==> src/logic/fscs_regs.svh <==
/*
  Register offsets, field positions, reset values and timing counts of the
  frame-synchronised configuration shadow. Assumes a 9-bit register address
  carried by the serial port and 16-bit register data.
*/
// Functional notes
// - frame-related changes reach the active set only at a frame boundary.
// - a frame needing extra settling is blanked; data and sync send training.
// - subsampling and binning bits take effect at the next frame start.
// - rolling shutter: dark or filler row change blanks exactly one frame.
// - global shutter: dark or filler row changes never blank a frame.
// - rolling shutter with window-switch option set: blank after switch.
// - a switch counts only when the active window selection changes.
// - resizing the active window never blanks a frame.
// - exposure applies one frame late, except triggered master sync mode.
// - gain changes apply at the start of a new frame.
// - gain latency option delays gain one more frame to match exposure.
// - all gate bits share one register; a low gate keeps old settings.
// - a high gate lets pending writes reach the active set at frame start.
// - row-length gate low freezes the rolling row length.
// - dark-row and filler-row gates freeze their own counts.
// - exposure gate freezes multiplier, frame period and exposure together.
// - gain gate freezes column gain switch and front-end gain together.
// - region gate freezes window selection, subsampling and binning.
// - window geometry writes pass through regardless of the region gate.
// - each of the eight windows is enabled or disabled on its own bit.
`ifndef FSCS_REGS_SVH
`define FSCS_REGS_SVH

// register addresses
`define FSCS_ADDR_SEQ_CTRL 9'h0C0
`define FSCS_ADDR_ROW_LEN 9'h0C1
`define FSCS_ADDR_WIN_MASK 9'h0C3
`define FSCS_ADDR_DARK 9'h0C5
`define FSCS_ADDR_FILLER 9'h0C6
`define FSCS_ADDR_EXP_CTRL 9'h0C7
`define FSCS_ADDR_TIMER_MULT 9'h0C8
`define FSCS_ADDR_FRAME_PERIOD 9'h0C9
`define FSCS_ADDR_EXPOSURE 9'h0CA
`define FSCS_ADDR_GAIN 9'h0CC
`define FSCS_ADDR_GATE 9'h0CE
`define FSCS_ADDR_STATUS 9'h0CF
`define FSCS_ADDR_GEOM_LO 9'h100
`define FSCS_ADDR_GEOM_HI 9'h117

// sequencer_control fields
`define FSCS_SEQ_ENABLE 0
`define FSCS_SEQ_ROLLING 1
`define FSCS_SEQ_TRIGGERED 2
`define FSCS_SEQ_SLAVE 3
`define FSCS_SEQ_SUBSAMPLE 7
`define FSCS_SEQ_BINNING 8

// exposure_timing_control fields
`define FSCS_EXP_SYNC_MODE 14
`define FSCS_EXP_GAIN_LAT 13

// update_gate_control fields
`define FSCS_GATE_ROW_LEN 0
`define FSCS_GATE_DARK 1
`define FSCS_GATE_FILLER 2
`define FSCS_GATE_EXPOSURE 3
`define FSCS_GATE_GAIN 4
`define FSCS_GATE_REGION 5
`define FSCS_GATE_BLANK_WIN 8

// reset values
`define FSCS_RST_GATE 16'h003F
`define FSCS_RST_ZERO 16'h0000

// serial frame: 9 address bits, one write flag, 16 data bits
`define FSCS_SPI_LAST_HDR 5'h09
`define FSCS_SPI_LAST_BIT 5'h19

`endif

==> src/logic/fscs_pkg.sv <==
/*
  Types of the frame-synchronised configuration shadow: the packed state of
  the serial port and of the register bank. Assumes the constants header.
*/
package fscs_pkg;

  // serial port state, one register for the whole module
  typedef struct packed {
    logic [2:0] sclk_sync;
    logic [1:0] ss_sync;
    logic [1:0] mosi_sync;
    logic [4:0] cnt;
    logic [25:0] shift;
    logic [15:0] tx;
    logic miso;
    logic wr_stb;
    logic rd_stb;
    logic [8:0] addr;
    logic [15:0] data;
  } fscs_spi_state_t;

  // register bank state: host-written set, staging and active set
  typedef struct packed {
    logic [15:0] seq_ctrl;
    logic [15:0] row_len;
    logic [15:0] win_mask;
    logic [15:0] dark;
    logic [15:0] filler;
    logic [15:0] exp_ctrl;
    logic [15:0] timer_mult;
    logic [15:0] frame_period;
    logic [15:0] exposure;
    logic [15:0] gain;
    logic [15:0] gate;
    logic [15:0] stg_timer_mult;
    logic [15:0] stg_frame_period;
    logic [15:0] stg_exposure;
    logic [15:0] stg_gain;
    logic [15:0] act_row_len;
    logic [15:0] act_dark;
    logic [15:0] act_filler;
    logic [15:0] act_timer_mult;
    logic [15:0] act_frame_period;
    logic [15:0] act_exposure;
    logic [15:0] act_gain;
    logic [7:0] act_win;
    logic act_subsample;
    logic act_binning;
    logic blank;
    logic geom_wr;
    logic [4:0] geom_index;
    logic [15:0] geom_data;
  } fscs_state_t;

endpackage

==> src/logic/fscs_spi_port.sv <==
/*
  Serial register port: samples a 4-wire serial link on the logic clock.
  Assumes the serial clock is far slower than mclk and that the register
  bank answers a read address in the same cycle as the read strobe.
*/
`timescale 1ns/10ps
`include "fscs_regs.svh"

module fscs_spi_port (
  // clock and reset
  input wire logic mclk,
  input wire logic rst_b,
  // serial pins
  input wire logic spi_sclk,
  input wire logic spi_ss_b,
  input wire logic spi_mosi,
  output logic spi_miso,
  output logic spi_miso_oe,
  // register bank side
  output logic wr_stb,
  output logic rd_stb,
  output logic [8:0] addr,
  output logic [15:0] wdata,
  input wire logic [15:0] rdata
);

  fscs_pkg::fscs_spi_state_t st;
  fscs_pkg::fscs_spi_state_t next_st;
  logic rise;
  logic fall;

  // edges seen only from the second and third stage, never the first
  assign rise = st.sclk_sync[1] & ~st.sclk_sync[2];
  assign fall = ~st.sclk_sync[1] & st.sclk_sync[2];

  // frame decode: header then data, msb first on rising serial clock
  always_comb begin
    next_st = st;
    next_st.sclk_sync = {st.sclk_sync[1:0], spi_sclk};
    next_st.ss_sync = {st.ss_sync[0], spi_ss_b};
    next_st.mosi_sync = {st.mosi_sync[0], spi_mosi};
    next_st.wr_stb = 1'b0;
    next_st.rd_stb = 1'b0;
    if (st.rd_stb) begin
      next_st.tx = rdata; // read word loaded while the address is stable
    end
    if (st.ss_sync[1]) begin
      next_st.cnt = 5'h00;
    end else if (rise) begin
      next_st.shift = {st.shift[24:0], st.mosi_sync[1]};
      next_st.cnt = st.cnt + 5'h01;
      if (st.cnt == `FSCS_SPI_LAST_HDR && !st.mosi_sync[1]) begin
        next_st.addr = st.shift[8:0];
        next_st.rd_stb = 1'b1;
      end
      if (st.cnt == `FSCS_SPI_LAST_BIT && st.shift[15]) begin
        next_st.addr = st.shift[24:16];
        next_st.data = {st.shift[14:0], st.mosi_sync[1]};
        next_st.wr_stb = 1'b1;
      end
    end else if (fall && st.cnt > `FSCS_SPI_LAST_HDR) begin
      next_st.miso = st.tx[15];
      next_st.tx = {st.tx[14:0], 1'b0};
    end
  end

  always_ff @(posedge mclk or negedge rst_b) begin
    if (!rst_b) begin
      st <= '0;
      st.sclk_sync <= 3'h0;
      st.ss_sync <= 2'h3;
    end else begin
      st <= next_st;
    end
  end

  assign spi_miso = st.miso;
  assign spi_miso_oe = ~st.ss_sync[1];
  assign wr_stb = st.wr_stb;
  assign rd_stb = st.rd_stb;
  assign addr = st.addr;
  assign wdata = st.data;

endmodule

==> src/logic/fscs_shadow.sv <==
/*
  Frame-synchronised configuration shadow: holds the host-written register
  set, moves it into the active set at frame start under per-group gates,
  and blanks a frame with training patterns when a change needs settling.
  Assumes frame_start is a one-cycle pulse from the sequencer on mclk and
  that the serial pins are asynchronous to mclk.
*/
`timescale 1ns/10ps
`include "fscs_regs.svh"

module fscs_shadow (
  // clock and reset
  input wire logic mclk,
  input wire logic rst_b,
  // serial register port
  input wire logic spi_sclk,
  input wire logic spi_ss_b,
  input wire logic spi_mosi,
  output logic spi_miso,
  output logic spi_miso_oe,
  // sequencer events
  input wire logic frame_start,
  // static sequencer mode, straight from the host set
  output logic seq_enable,
  output logic rolling_mode,
  output logic triggered_mode,
  output logic slave_mode,
  // active set used by the sequencer
  output logic [15:0] rolling_row_length,
  output logic [15:0] dark_rows,
  output logic [15:0] filler_rows,
  output logic [15:0] timer_multiplier,
  output logic [15:0] frame_period,
  output logic [15:0] exposure_value,
  output logic [15:0] gain_value,
  output logic [7:0] window_enable_mask,
  output logic subsample_en,
  output logic binning_en,
  // blanking and training
  output logic frame_blank,
  output logic data_training,
  output logic sync_training,
  // window geometry pass-through
  output logic geom_wr,
  output logic [4:0] geom_index,
  output logic [15:0] geom_data
);

  fscs_pkg::fscs_state_t st;
  fscs_pkg::fscs_state_t next_st;

  logic wr_stb;
  logic [8:0] bus_addr;
  logic [15:0] bus_wdata;
  logic [15:0] bus_rdata;

  logic gate_row_len;
  logic gate_dark;
  logic gate_filler;
  logic gate_exposure;
  logic gate_gain;
  logic gate_region;
  logic blank_on_switch;
  logic exp_direct;
  logic gain_lat_comp;
  logic dark_change;
  logic filler_change;
  logic window_switch;
  logic need_blank;

  // serial port; pins are synchronised inside it
  fscs_spi_port u_spi (
    .mclk(mclk),
    .rst_b(rst_b),
    .spi_sclk(spi_sclk),
    .spi_ss_b(spi_ss_b),
    .spi_mosi(spi_mosi),
    .spi_miso(spi_miso),
    .spi_miso_oe(spi_miso_oe),
    .wr_stb(wr_stb),
    .rd_stb(),
    .addr(bus_addr),
    .wdata(bus_wdata),
    .rdata(bus_rdata)
  );

  // all gate bits live in one register
  assign gate_row_len = st.gate[`FSCS_GATE_ROW_LEN];
  assign gate_dark = st.gate[`FSCS_GATE_DARK];
  assign gate_filler = st.gate[`FSCS_GATE_FILLER];
  assign gate_exposure = st.gate[`FSCS_GATE_EXPOSURE];
  assign gate_gain = st.gate[`FSCS_GATE_GAIN];
  assign gate_region = st.gate[`FSCS_GATE_REGION];
  assign blank_on_switch = st.gate[`FSCS_GATE_BLANK_WIN];

  // exposure bypasses the staging only in triggered master sync mode
  assign exp_direct = st.exp_ctrl[`FSCS_EXP_SYNC_MODE]
    & st.seq_ctrl[`FSCS_SEQ_TRIGGERED] & ~st.seq_ctrl[`FSCS_SEQ_SLAVE];
  assign gain_lat_comp = st.exp_ctrl[`FSCS_EXP_GAIN_LAT];

  // a row count change is only real when the gate lets it through
  assign dark_change = gate_dark && st.dark != st.act_dark;
  assign filler_change = gate_filler && st.filler != st.act_filler;

  // only a new selection of active windows is a switch, not a resize
  assign window_switch = gate_region
    && st.win_mask[7:0] != st.act_win;

  // rolling shutter alone needs the row reset pointers rebuilt
  assign need_blank = st.seq_ctrl[`FSCS_SEQ_ROLLING]
    && (dark_change || filler_change
    || (blank_on_switch && window_switch));

  // read mux: host set plus a status word of the live state
  always_comb begin
    unique case (bus_addr)
      `FSCS_ADDR_SEQ_CTRL: bus_rdata = st.seq_ctrl;
      `FSCS_ADDR_ROW_LEN: bus_rdata = st.row_len;
      `FSCS_ADDR_WIN_MASK: bus_rdata = st.win_mask;
      `FSCS_ADDR_DARK: bus_rdata = st.dark;
      `FSCS_ADDR_FILLER: bus_rdata = st.filler;
      `FSCS_ADDR_EXP_CTRL: bus_rdata = st.exp_ctrl;
      `FSCS_ADDR_TIMER_MULT: bus_rdata = st.timer_mult;
      `FSCS_ADDR_FRAME_PERIOD: bus_rdata = st.frame_period;
      `FSCS_ADDR_EXPOSURE: bus_rdata = st.exposure;
      `FSCS_ADDR_GAIN: bus_rdata = st.gain;
      `FSCS_ADDR_GATE: bus_rdata = st.gate;
      `FSCS_ADDR_STATUS: bus_rdata = {5'h00, st.blank, st.act_binning,
        st.act_subsample, st.act_win};
      default: bus_rdata = 16'h0000; // unmapped and geometry read as zero
    endcase
  end

  // next state: host writes, frame-start transfer and blanking
  always_comb begin
    next_st = st;
    next_st.geom_wr = 1'b0;

    // host writes land in the pending set only, except geometry writes, which go straight out
    if (wr_stb) begin
      unique case (bus_addr)
        `FSCS_ADDR_SEQ_CTRL: next_st.seq_ctrl = bus_wdata;
        `FSCS_ADDR_ROW_LEN: next_st.row_len = bus_wdata;
        `FSCS_ADDR_WIN_MASK: next_st.win_mask = bus_wdata;
        `FSCS_ADDR_DARK: next_st.dark = bus_wdata;
        `FSCS_ADDR_FILLER: next_st.filler = bus_wdata;
        `FSCS_ADDR_EXP_CTRL: next_st.exp_ctrl = bus_wdata;
        `FSCS_ADDR_TIMER_MULT: next_st.timer_mult = bus_wdata;
        `FSCS_ADDR_FRAME_PERIOD: next_st.frame_period = bus_wdata;
        `FSCS_ADDR_EXPOSURE: next_st.exposure = bus_wdata;
        `FSCS_ADDR_GAIN: next_st.gain = bus_wdata;
        `FSCS_ADDR_GATE: next_st.gate = bus_wdata;
        default: begin
        end
      endcase
      // geometry is never shadowed, the region gate does not hold it
      if (bus_addr >= `FSCS_ADDR_GEOM_LO
          && bus_addr <= `FSCS_ADDR_GEOM_HI) begin
        next_st.geom_wr = 1'b1;
        next_st.geom_index = 5'(bus_addr - `FSCS_ADDR_GEOM_LO);
        next_st.geom_data = bus_wdata;
      end
    end

    // transfer happens only on the boundary, mid-frame stays untouched
    if (frame_start) begin
      // blank lasts exactly the frame that starts now
      next_st.blank = need_blank;

      // each open group copies all fields in this one cycle
      if (gate_row_len) begin
        next_st.act_row_len = st.row_len;
      end
      if (gate_dark) begin
        next_st.act_dark = st.dark;
      end
      if (gate_filler) begin
        next_st.act_filler = st.filler;
      end

      // exposure group moves as one block, through the stage unless exp_direct
      if (gate_exposure) begin
        next_st.stg_timer_mult = st.timer_mult;
        next_st.stg_frame_period = st.frame_period;
        next_st.stg_exposure = st.exposure;
        if (exp_direct) begin
          next_st.act_timer_mult = st.timer_mult;
          next_st.act_frame_period = st.frame_period;
          next_st.act_exposure = st.exposure;
        end else begin
          next_st.act_timer_mult = st.stg_timer_mult;
          next_st.act_frame_period = st.stg_frame_period;
          next_st.act_exposure = st.stg_exposure;
        end
      end

      // gain at frame start, optionally one more frame late
      if (gate_gain) begin
        next_st.stg_gain = st.gain;
        next_st.act_gain = gain_lat_comp ? st.stg_gain : st.gain;
      end

      // window selection travels with subsampling and binning
      if (gate_region) begin
        next_st.act_win = st.win_mask[7:0];
        next_st.act_subsample = st.seq_ctrl[`FSCS_SEQ_SUBSAMPLE];
        next_st.act_binning = st.seq_ctrl[`FSCS_SEQ_BINNING];
      end
    end
  end

  // single state register; gates open after reset so writes flow by default
  always_ff @(posedge mclk or negedge rst_b) begin
    if (!rst_b) begin
      st <= '0;
      st.gate <= `FSCS_RST_GATE;
    end else begin
      st <= next_st;
    end
  end

  // static mode bits are used as written, they may change only when idle
  assign seq_enable = st.seq_ctrl[`FSCS_SEQ_ENABLE];
  assign rolling_mode = st.seq_ctrl[`FSCS_SEQ_ROLLING];
  assign triggered_mode = st.seq_ctrl[`FSCS_SEQ_TRIGGERED];
  assign slave_mode = st.seq_ctrl[`FSCS_SEQ_SLAVE];

  // active set straight from flip-flops
  assign rolling_row_length = st.act_row_len;
  assign dark_rows = st.act_dark;
  assign filler_rows = st.act_filler;
  assign timer_multiplier = st.act_timer_mult;
  assign frame_period = st.act_frame_period;
  assign exposure_value = st.act_exposure;
  assign gain_value = st.act_gain;
  assign window_enable_mask = st.act_win;
  assign subsample_en = st.act_subsample;
  assign binning_en = st.act_binning;

  // training replaces image data and sync for the blanked frame
  assign frame_blank = st.blank;
  assign data_training = st.blank;
  assign sync_training = st.blank;

  // geometry strobe, one cycle per host write
  assign geom_wr = st.geom_wr;
  assign geom_index = st.geom_index;
  assign geom_data = st.geom_data;

endmodule

==> config.mk <==
export PLATFORM = sky130hd
export DESIGN_NAME = fscs_shadow
export DESIGN_NICKNAME = d
export VERILOG_FILES = /design/src/logic/fscs_pkg.sv /design/src/logic/fscs_spi_port.sv /design/src/logic/fscs_shadow.sv
export VERILOG_INCLUDE_DIRS = /design/src /design/src/logic
export SDC_FILE = /design/constraint.sdc
export NUM_CORES = 1
export LEC_CHECK = 0
export ABC_AREA = 1
export BUFFER_PORTS_ARGS = -buffer_cell sky130_fd_sc_hd__buf_2
export CELL_PAD_IN_SITES_DETAIL_PLACEMENT = 1
export CELL_PAD_IN_SITES_GLOBAL_PLACEMENT = 2
export CORE_MARGIN = 8
export CORE_UTILIZATION = 37
export DETAILED_ROUTE_END_ITERATION = 8
export PLACE_DENSITY_LB_ADDON = 0.08
export REMOVE_ABC_BUFFERS = 1
export SLEW_MARGIN = 30
export SYNTH_ARGS = -nofsm -noshare
export SYNTH_HDL_FRONTEND = slang
export SYNTH_SLANG_ARGS = --single-unit
==> constraint.sdc <==
create_clock -name mclk -period 2.52 [get_ports mclk]
set_input_delay 0.504 -clock mclk [delete_from_list [all_inputs] [get_ports mclk]]
set_output_delay 0.504 -clock mclk [all_outputs]
set_load 0.1 [all_outputs]
==> flow_metrics.env <==
export IMPL_outcome="finished clean"
export IMPL_power_static_leakage_nw=11.51
export IMPL_final_setup_viol_count=0
export IMPL_numClockSinks=466
export IMPL_io_buffers=158
export IMPL_dp_cells=3206
export IMPL_tightestPinTransition_ns=0.9306
export IMPL_post_route_period_util_pct=86.23
export IMPL_io_pins=159
export IMPL_synth_adder_area_share_pct=0.1178
export IMPL_skew_ns=0.02230
export IMPL_final_hold_viol_count=0
export IMPL_peak_freq_mhz=460.2
export IMPL_gr_total_overflow=0
export IMPL_detailed_place_hpwl_mm=48.24
export IMPL_syn_cell_area_sq_um=21240
export IMPL_grt_pass1_vias=17450
export IMPL_post_route_drc_count=0
export IMPL_fp_row_count=88
export IMPL_path_clk_slew_ns=0.07
export IMPL_htree_num_levels=2
export IMPL_synth_sequential_area_ratio_pct=54.96
export IMPL_layoutNonFillerInstCount=3307
export IMPL_final_layout_size_suffix_gt1_share_pct=14.95
export IMPL_finalWorstSetupSlack_ns=0.3469
export IMPL_postSynthAreaPerCell_sq_um=8.542
export IMPL_worst_ep_required_time_ns=3.03
export IMPL_area_growth_syn_to_layout_pct=12.46
export IMPL_insertion_delay_ns=0.60
export IMPL_cts_resized_gates=0
export IMPL_detailedRoute_firstPassIterationCount=5
export IMPL_numCtsBuffers=53
export IMPL_final_area_sq_um=23880
export IMPL_worstPathArrival_ns=2.68
export IMPL_rsz0062_at_grt="false"
export IMPL_die_w_um=255.6
export IMPL_antenna_diode_count=0
export IMPL_initial_core_util_pct=37.09
export IMPL_synth_edff_count=0
export IMPL_clock_tree_from_tritoncts="done"
export IMPL_grt_first_pass_wirelength_mm=110.6
export IMPL_post_cts_buffers=0
export IMPL_die_h_um=255.6
export IMPL_route_antenna_remaining_nets=0
export IMPL_n_fill_cell=6778
export IMPL_clk_path_buf_depth=3
export IMPL_path_class="reg2reg"
export IMPL_max_slew_margin_rel_pct=37.89
export IMPL_synth_mux_area_share_pct=1.326
export IMPL_drv_max_cap_violation_count=0
export IMPL_antenna_found_initial=2
export IMPL_postSynth_asyncResetShare_pct=100.0
export IMPL_synth_cell_types=34
export IMPL_fp_coreArea_sq_um=57250
export IMPL_final_cell_mix="sky130_fd_sc_hd__nand2_1, sky130_fd_sc_hd__dfrtp_1, sky130_fd_sc_hd__o21ai_0, sky130_fd_sc_hd__nor2_1, sky130_fd_sc_hd__buf_2"
export IMPL_gr_usage_all_layers_pct=21.42
export IMPL_holdCritPathClass="reg2reg"
export IMPL_instance_count_of_the_mapped_netlist=2486
export IMPL_clk_root_buffer_cell="sky130_fd_sc_hd__clkbuf_16"
export IMPL_layout_commonest_cell="sky130_fd_sc_hd__nand2_1"
export IMPL_synth_compound_area_share_pct=12.84
export IMPL_endpoint_kind="flip-flop"
export IMPL_finalNetCount=2508
export IMPL_synth_ff_type="sky130_fd_sc_hd__dfrtp_1"
export IMPL_yosys_register_bits=466
export IMPL_critical_path_max_fanout=24
export IMPL_post_synth_xor_area_fraction_pct=1.279
export IMPL_critPathLaunchType="flip-flop"
export IMPL_maximum_number_of_pins_on_one_net_before_global_route_repair=122
export IMPL_final_weighted_congestion_in_routability_driven_placement=0.8457
export IMPL_vdd_ir_drop_worst_uv=455.4
export IMPL_detail_route_vias_per_cell=5.041
export IMPL_placedInstanceArea_sq_um=22090
export IMPL_synth_warning_count=0
export IMPL_total_die_area_sq_um=65320
export IMPL_dominant_combinational_cell_family_by_area_after_synthesis="simple AND/OR/NAND/NOR gates"
export IMPL_power_density_cell_area_nw_per_um2=655.4
export IMPL_number_of_drc_markers_after_the_initial_detailed_route_iteration=1258
export IMPL_finalWirelength_mm=70.21
export IMPL_preCtsSetupSlack_ns=0.3579
export IMPL_finalMaxSlewViolations=0
export IMPL_synth_simple_area_share_pct=18.75
export IMPL_finalWorstPathRequiredPeriod_ns=2.173
export IMPL_post_drt_wl_per_cell_um=21.23
export IMPL_vias=16670
==> layout make-up <==
cell class / instances / area, sq um / share of cell area (%)
clock buffers: 86 / 1613 / 6.754
inverters: 161 / 605.6 / 2.536
repair buffers: 247 / 1604 / 6.717
well taps: 765 / 957.2 / 4.008
flip-flops and latches: 466 / 11670 / 48.87
multi-input cells: 1571 / 7296 / 30.55
clock inverters: 11 / 133.9 / 0.5606
==> timing repair <==
| action | in CTS | in global routing |
|---|---|---|
| endpoints found under the setup margin | 0 | 0 |
| endpoints found under the hold margin | 27 | 0 |
| hold buffers | 4 | 0 |
==> cells in the mapped netlist, types with 11 or more instances <==
cell                       number  area, sq um
sky130_fd_sc_hd__o21ai_1       34        170.2
sky130_fd_sc_hd__nand2_1      583         2188
sky130_fd_sc_hd__a21oi_1       60        300.3
sky130_fd_sc_hd__buf_4        149         1119
sky130_fd_sc_hd__inv_1        151        566.8
sky130_fd_sc_hd__xor2_1        11        96.34
sky130_fd_sc_hd__nand3_1      131        655.6
sky130_fd_sc_hd__xnor2_1       20        175.2
sky130_fd_sc_hd__o21ai_0      437         2187
sky130_fd_sc_hd__clkbuf_1     106        397.9
sky130_fd_sc_hd__mux2_2        25        281.5
sky130_fd_sc_hd__buf_2         26        130.1
sky130_fd_sc_hd__nand4_1       31        193.9
sky130_fd_sc_hd__nor2_1       204        765.7
sky130_fd_sc_hd__dfrtp_1      458        11460
==> worst max-delay path, stage by stage, from the launching register on <==
cell and delay, ns:
sky130_fd_sc_hd__dfrtp_1 0.45, sky130_fd_sc_hd__nor2_2 0.18, sky130_fd_sc_hd__nand2_4 0.12, sky130_fd_sc_hd__inv_2 0.10, sky130_fd_sc_hd__buf_4 0.29, sky130_fd_sc_hd__nand3_1 0.11
sky130_fd_sc_hd__buf_4 0.20, sky130_fd_sc_hd__o21ai_0 0.28, sky130_fd_sc_hd__nor2_1 0.07, sky130_fd_sc_hd__nand3_1 0.08, sky130_fd_sc_hd__nand2_1 0.06, sky130_fd_sc_hd__a21oi_1 0.15
==> cell families (layout without fill, tap and decap cells) <==
family | count (synthesis) | in the layout
XOR/XNOR | 31 | 31
AO/OA/AOI/OAI | 538 | 538
buffers and inverters | 449 | 505
multiplexers | 25 | 25
AND/OR/NAND/NOR | 975 | 975
adder cells (fa/ha/maj) | 2 | 2
flip-flops | 466 | 466
==> final timing paths <==
kind                       cells after the start               from  slack (ns)      endpoint
max                                           11      u_spi.addr[4]        0.35  u_spi.st[34]
min                                            0  u_spi.next_st[76]        0.35  u_spi.st[76]
max reg2reg                                   11      u_spi.addr[4]        0.35  u_spi.st[34]
min reg2reg                                    0  u_spi.next_st[76]        0.35  u_spi.st[76]
max in group asynchronous                      3              rst_b        1.20  u_spi.st[73]
min in group asynchronous                      2              rst_b        0.46       st[266]
==> flip-flops by register name, summed over array words and instances (netlist names), 4 cells and up <==
signal	flops
dark_rows	16
exposure_value	16
filler_rows	16
frame_period	16
gain_value	16
geom_data	16
geom_index	5
rolling_row_length	16
st	228
timer_multiplier	16
u_spi.addr	9
u_spi.next_st	4
u_spi.st	49
u_spi.wdata	16
window_enable_mask	8
==> layer usage <==
metal  up-vias  GRT usage (%)  wire [um]
li1       7933              -          -
met3        80          3.065       2241
met2       240          34.66      32940
met1      8419          30.29      33560
met5         -              0          0
met4         0          4.835       1463
==> power breakdown <==
part	switching [mW]	internal [mW]	total, mW	leakage (nW)
sequential	0.0307	7.53	7.56	6.46
combinational	0.216	0.0655	0.282	4.19
clock	3.16	4.65	7.81	0.861
total	3.41	12.2	15.7	11.5
==> stage by stage <==
| stage | utilization (%) | hold slack (ns) | total power [mW] | setup TNS (ns) |
|---|---|---|---|---|
| after floorplan | - | 0.2084 | 7.732 | -184.56 |
| after global placement | 38.59 | 0.3384 | 7.977 | 0 |
| after detailed placement | 38.59 | 0.3372 | 7.983 | 0 |
| after CTS | 41.71 | 0.3471 | 15.90 | 0 |
| after global routing | 41.71 | 0.3630 | 16.22 | 0 |
| final | 41.71 | 0.3489 | 15.65 | 0 |
Power figures use the tool's default switching activity.
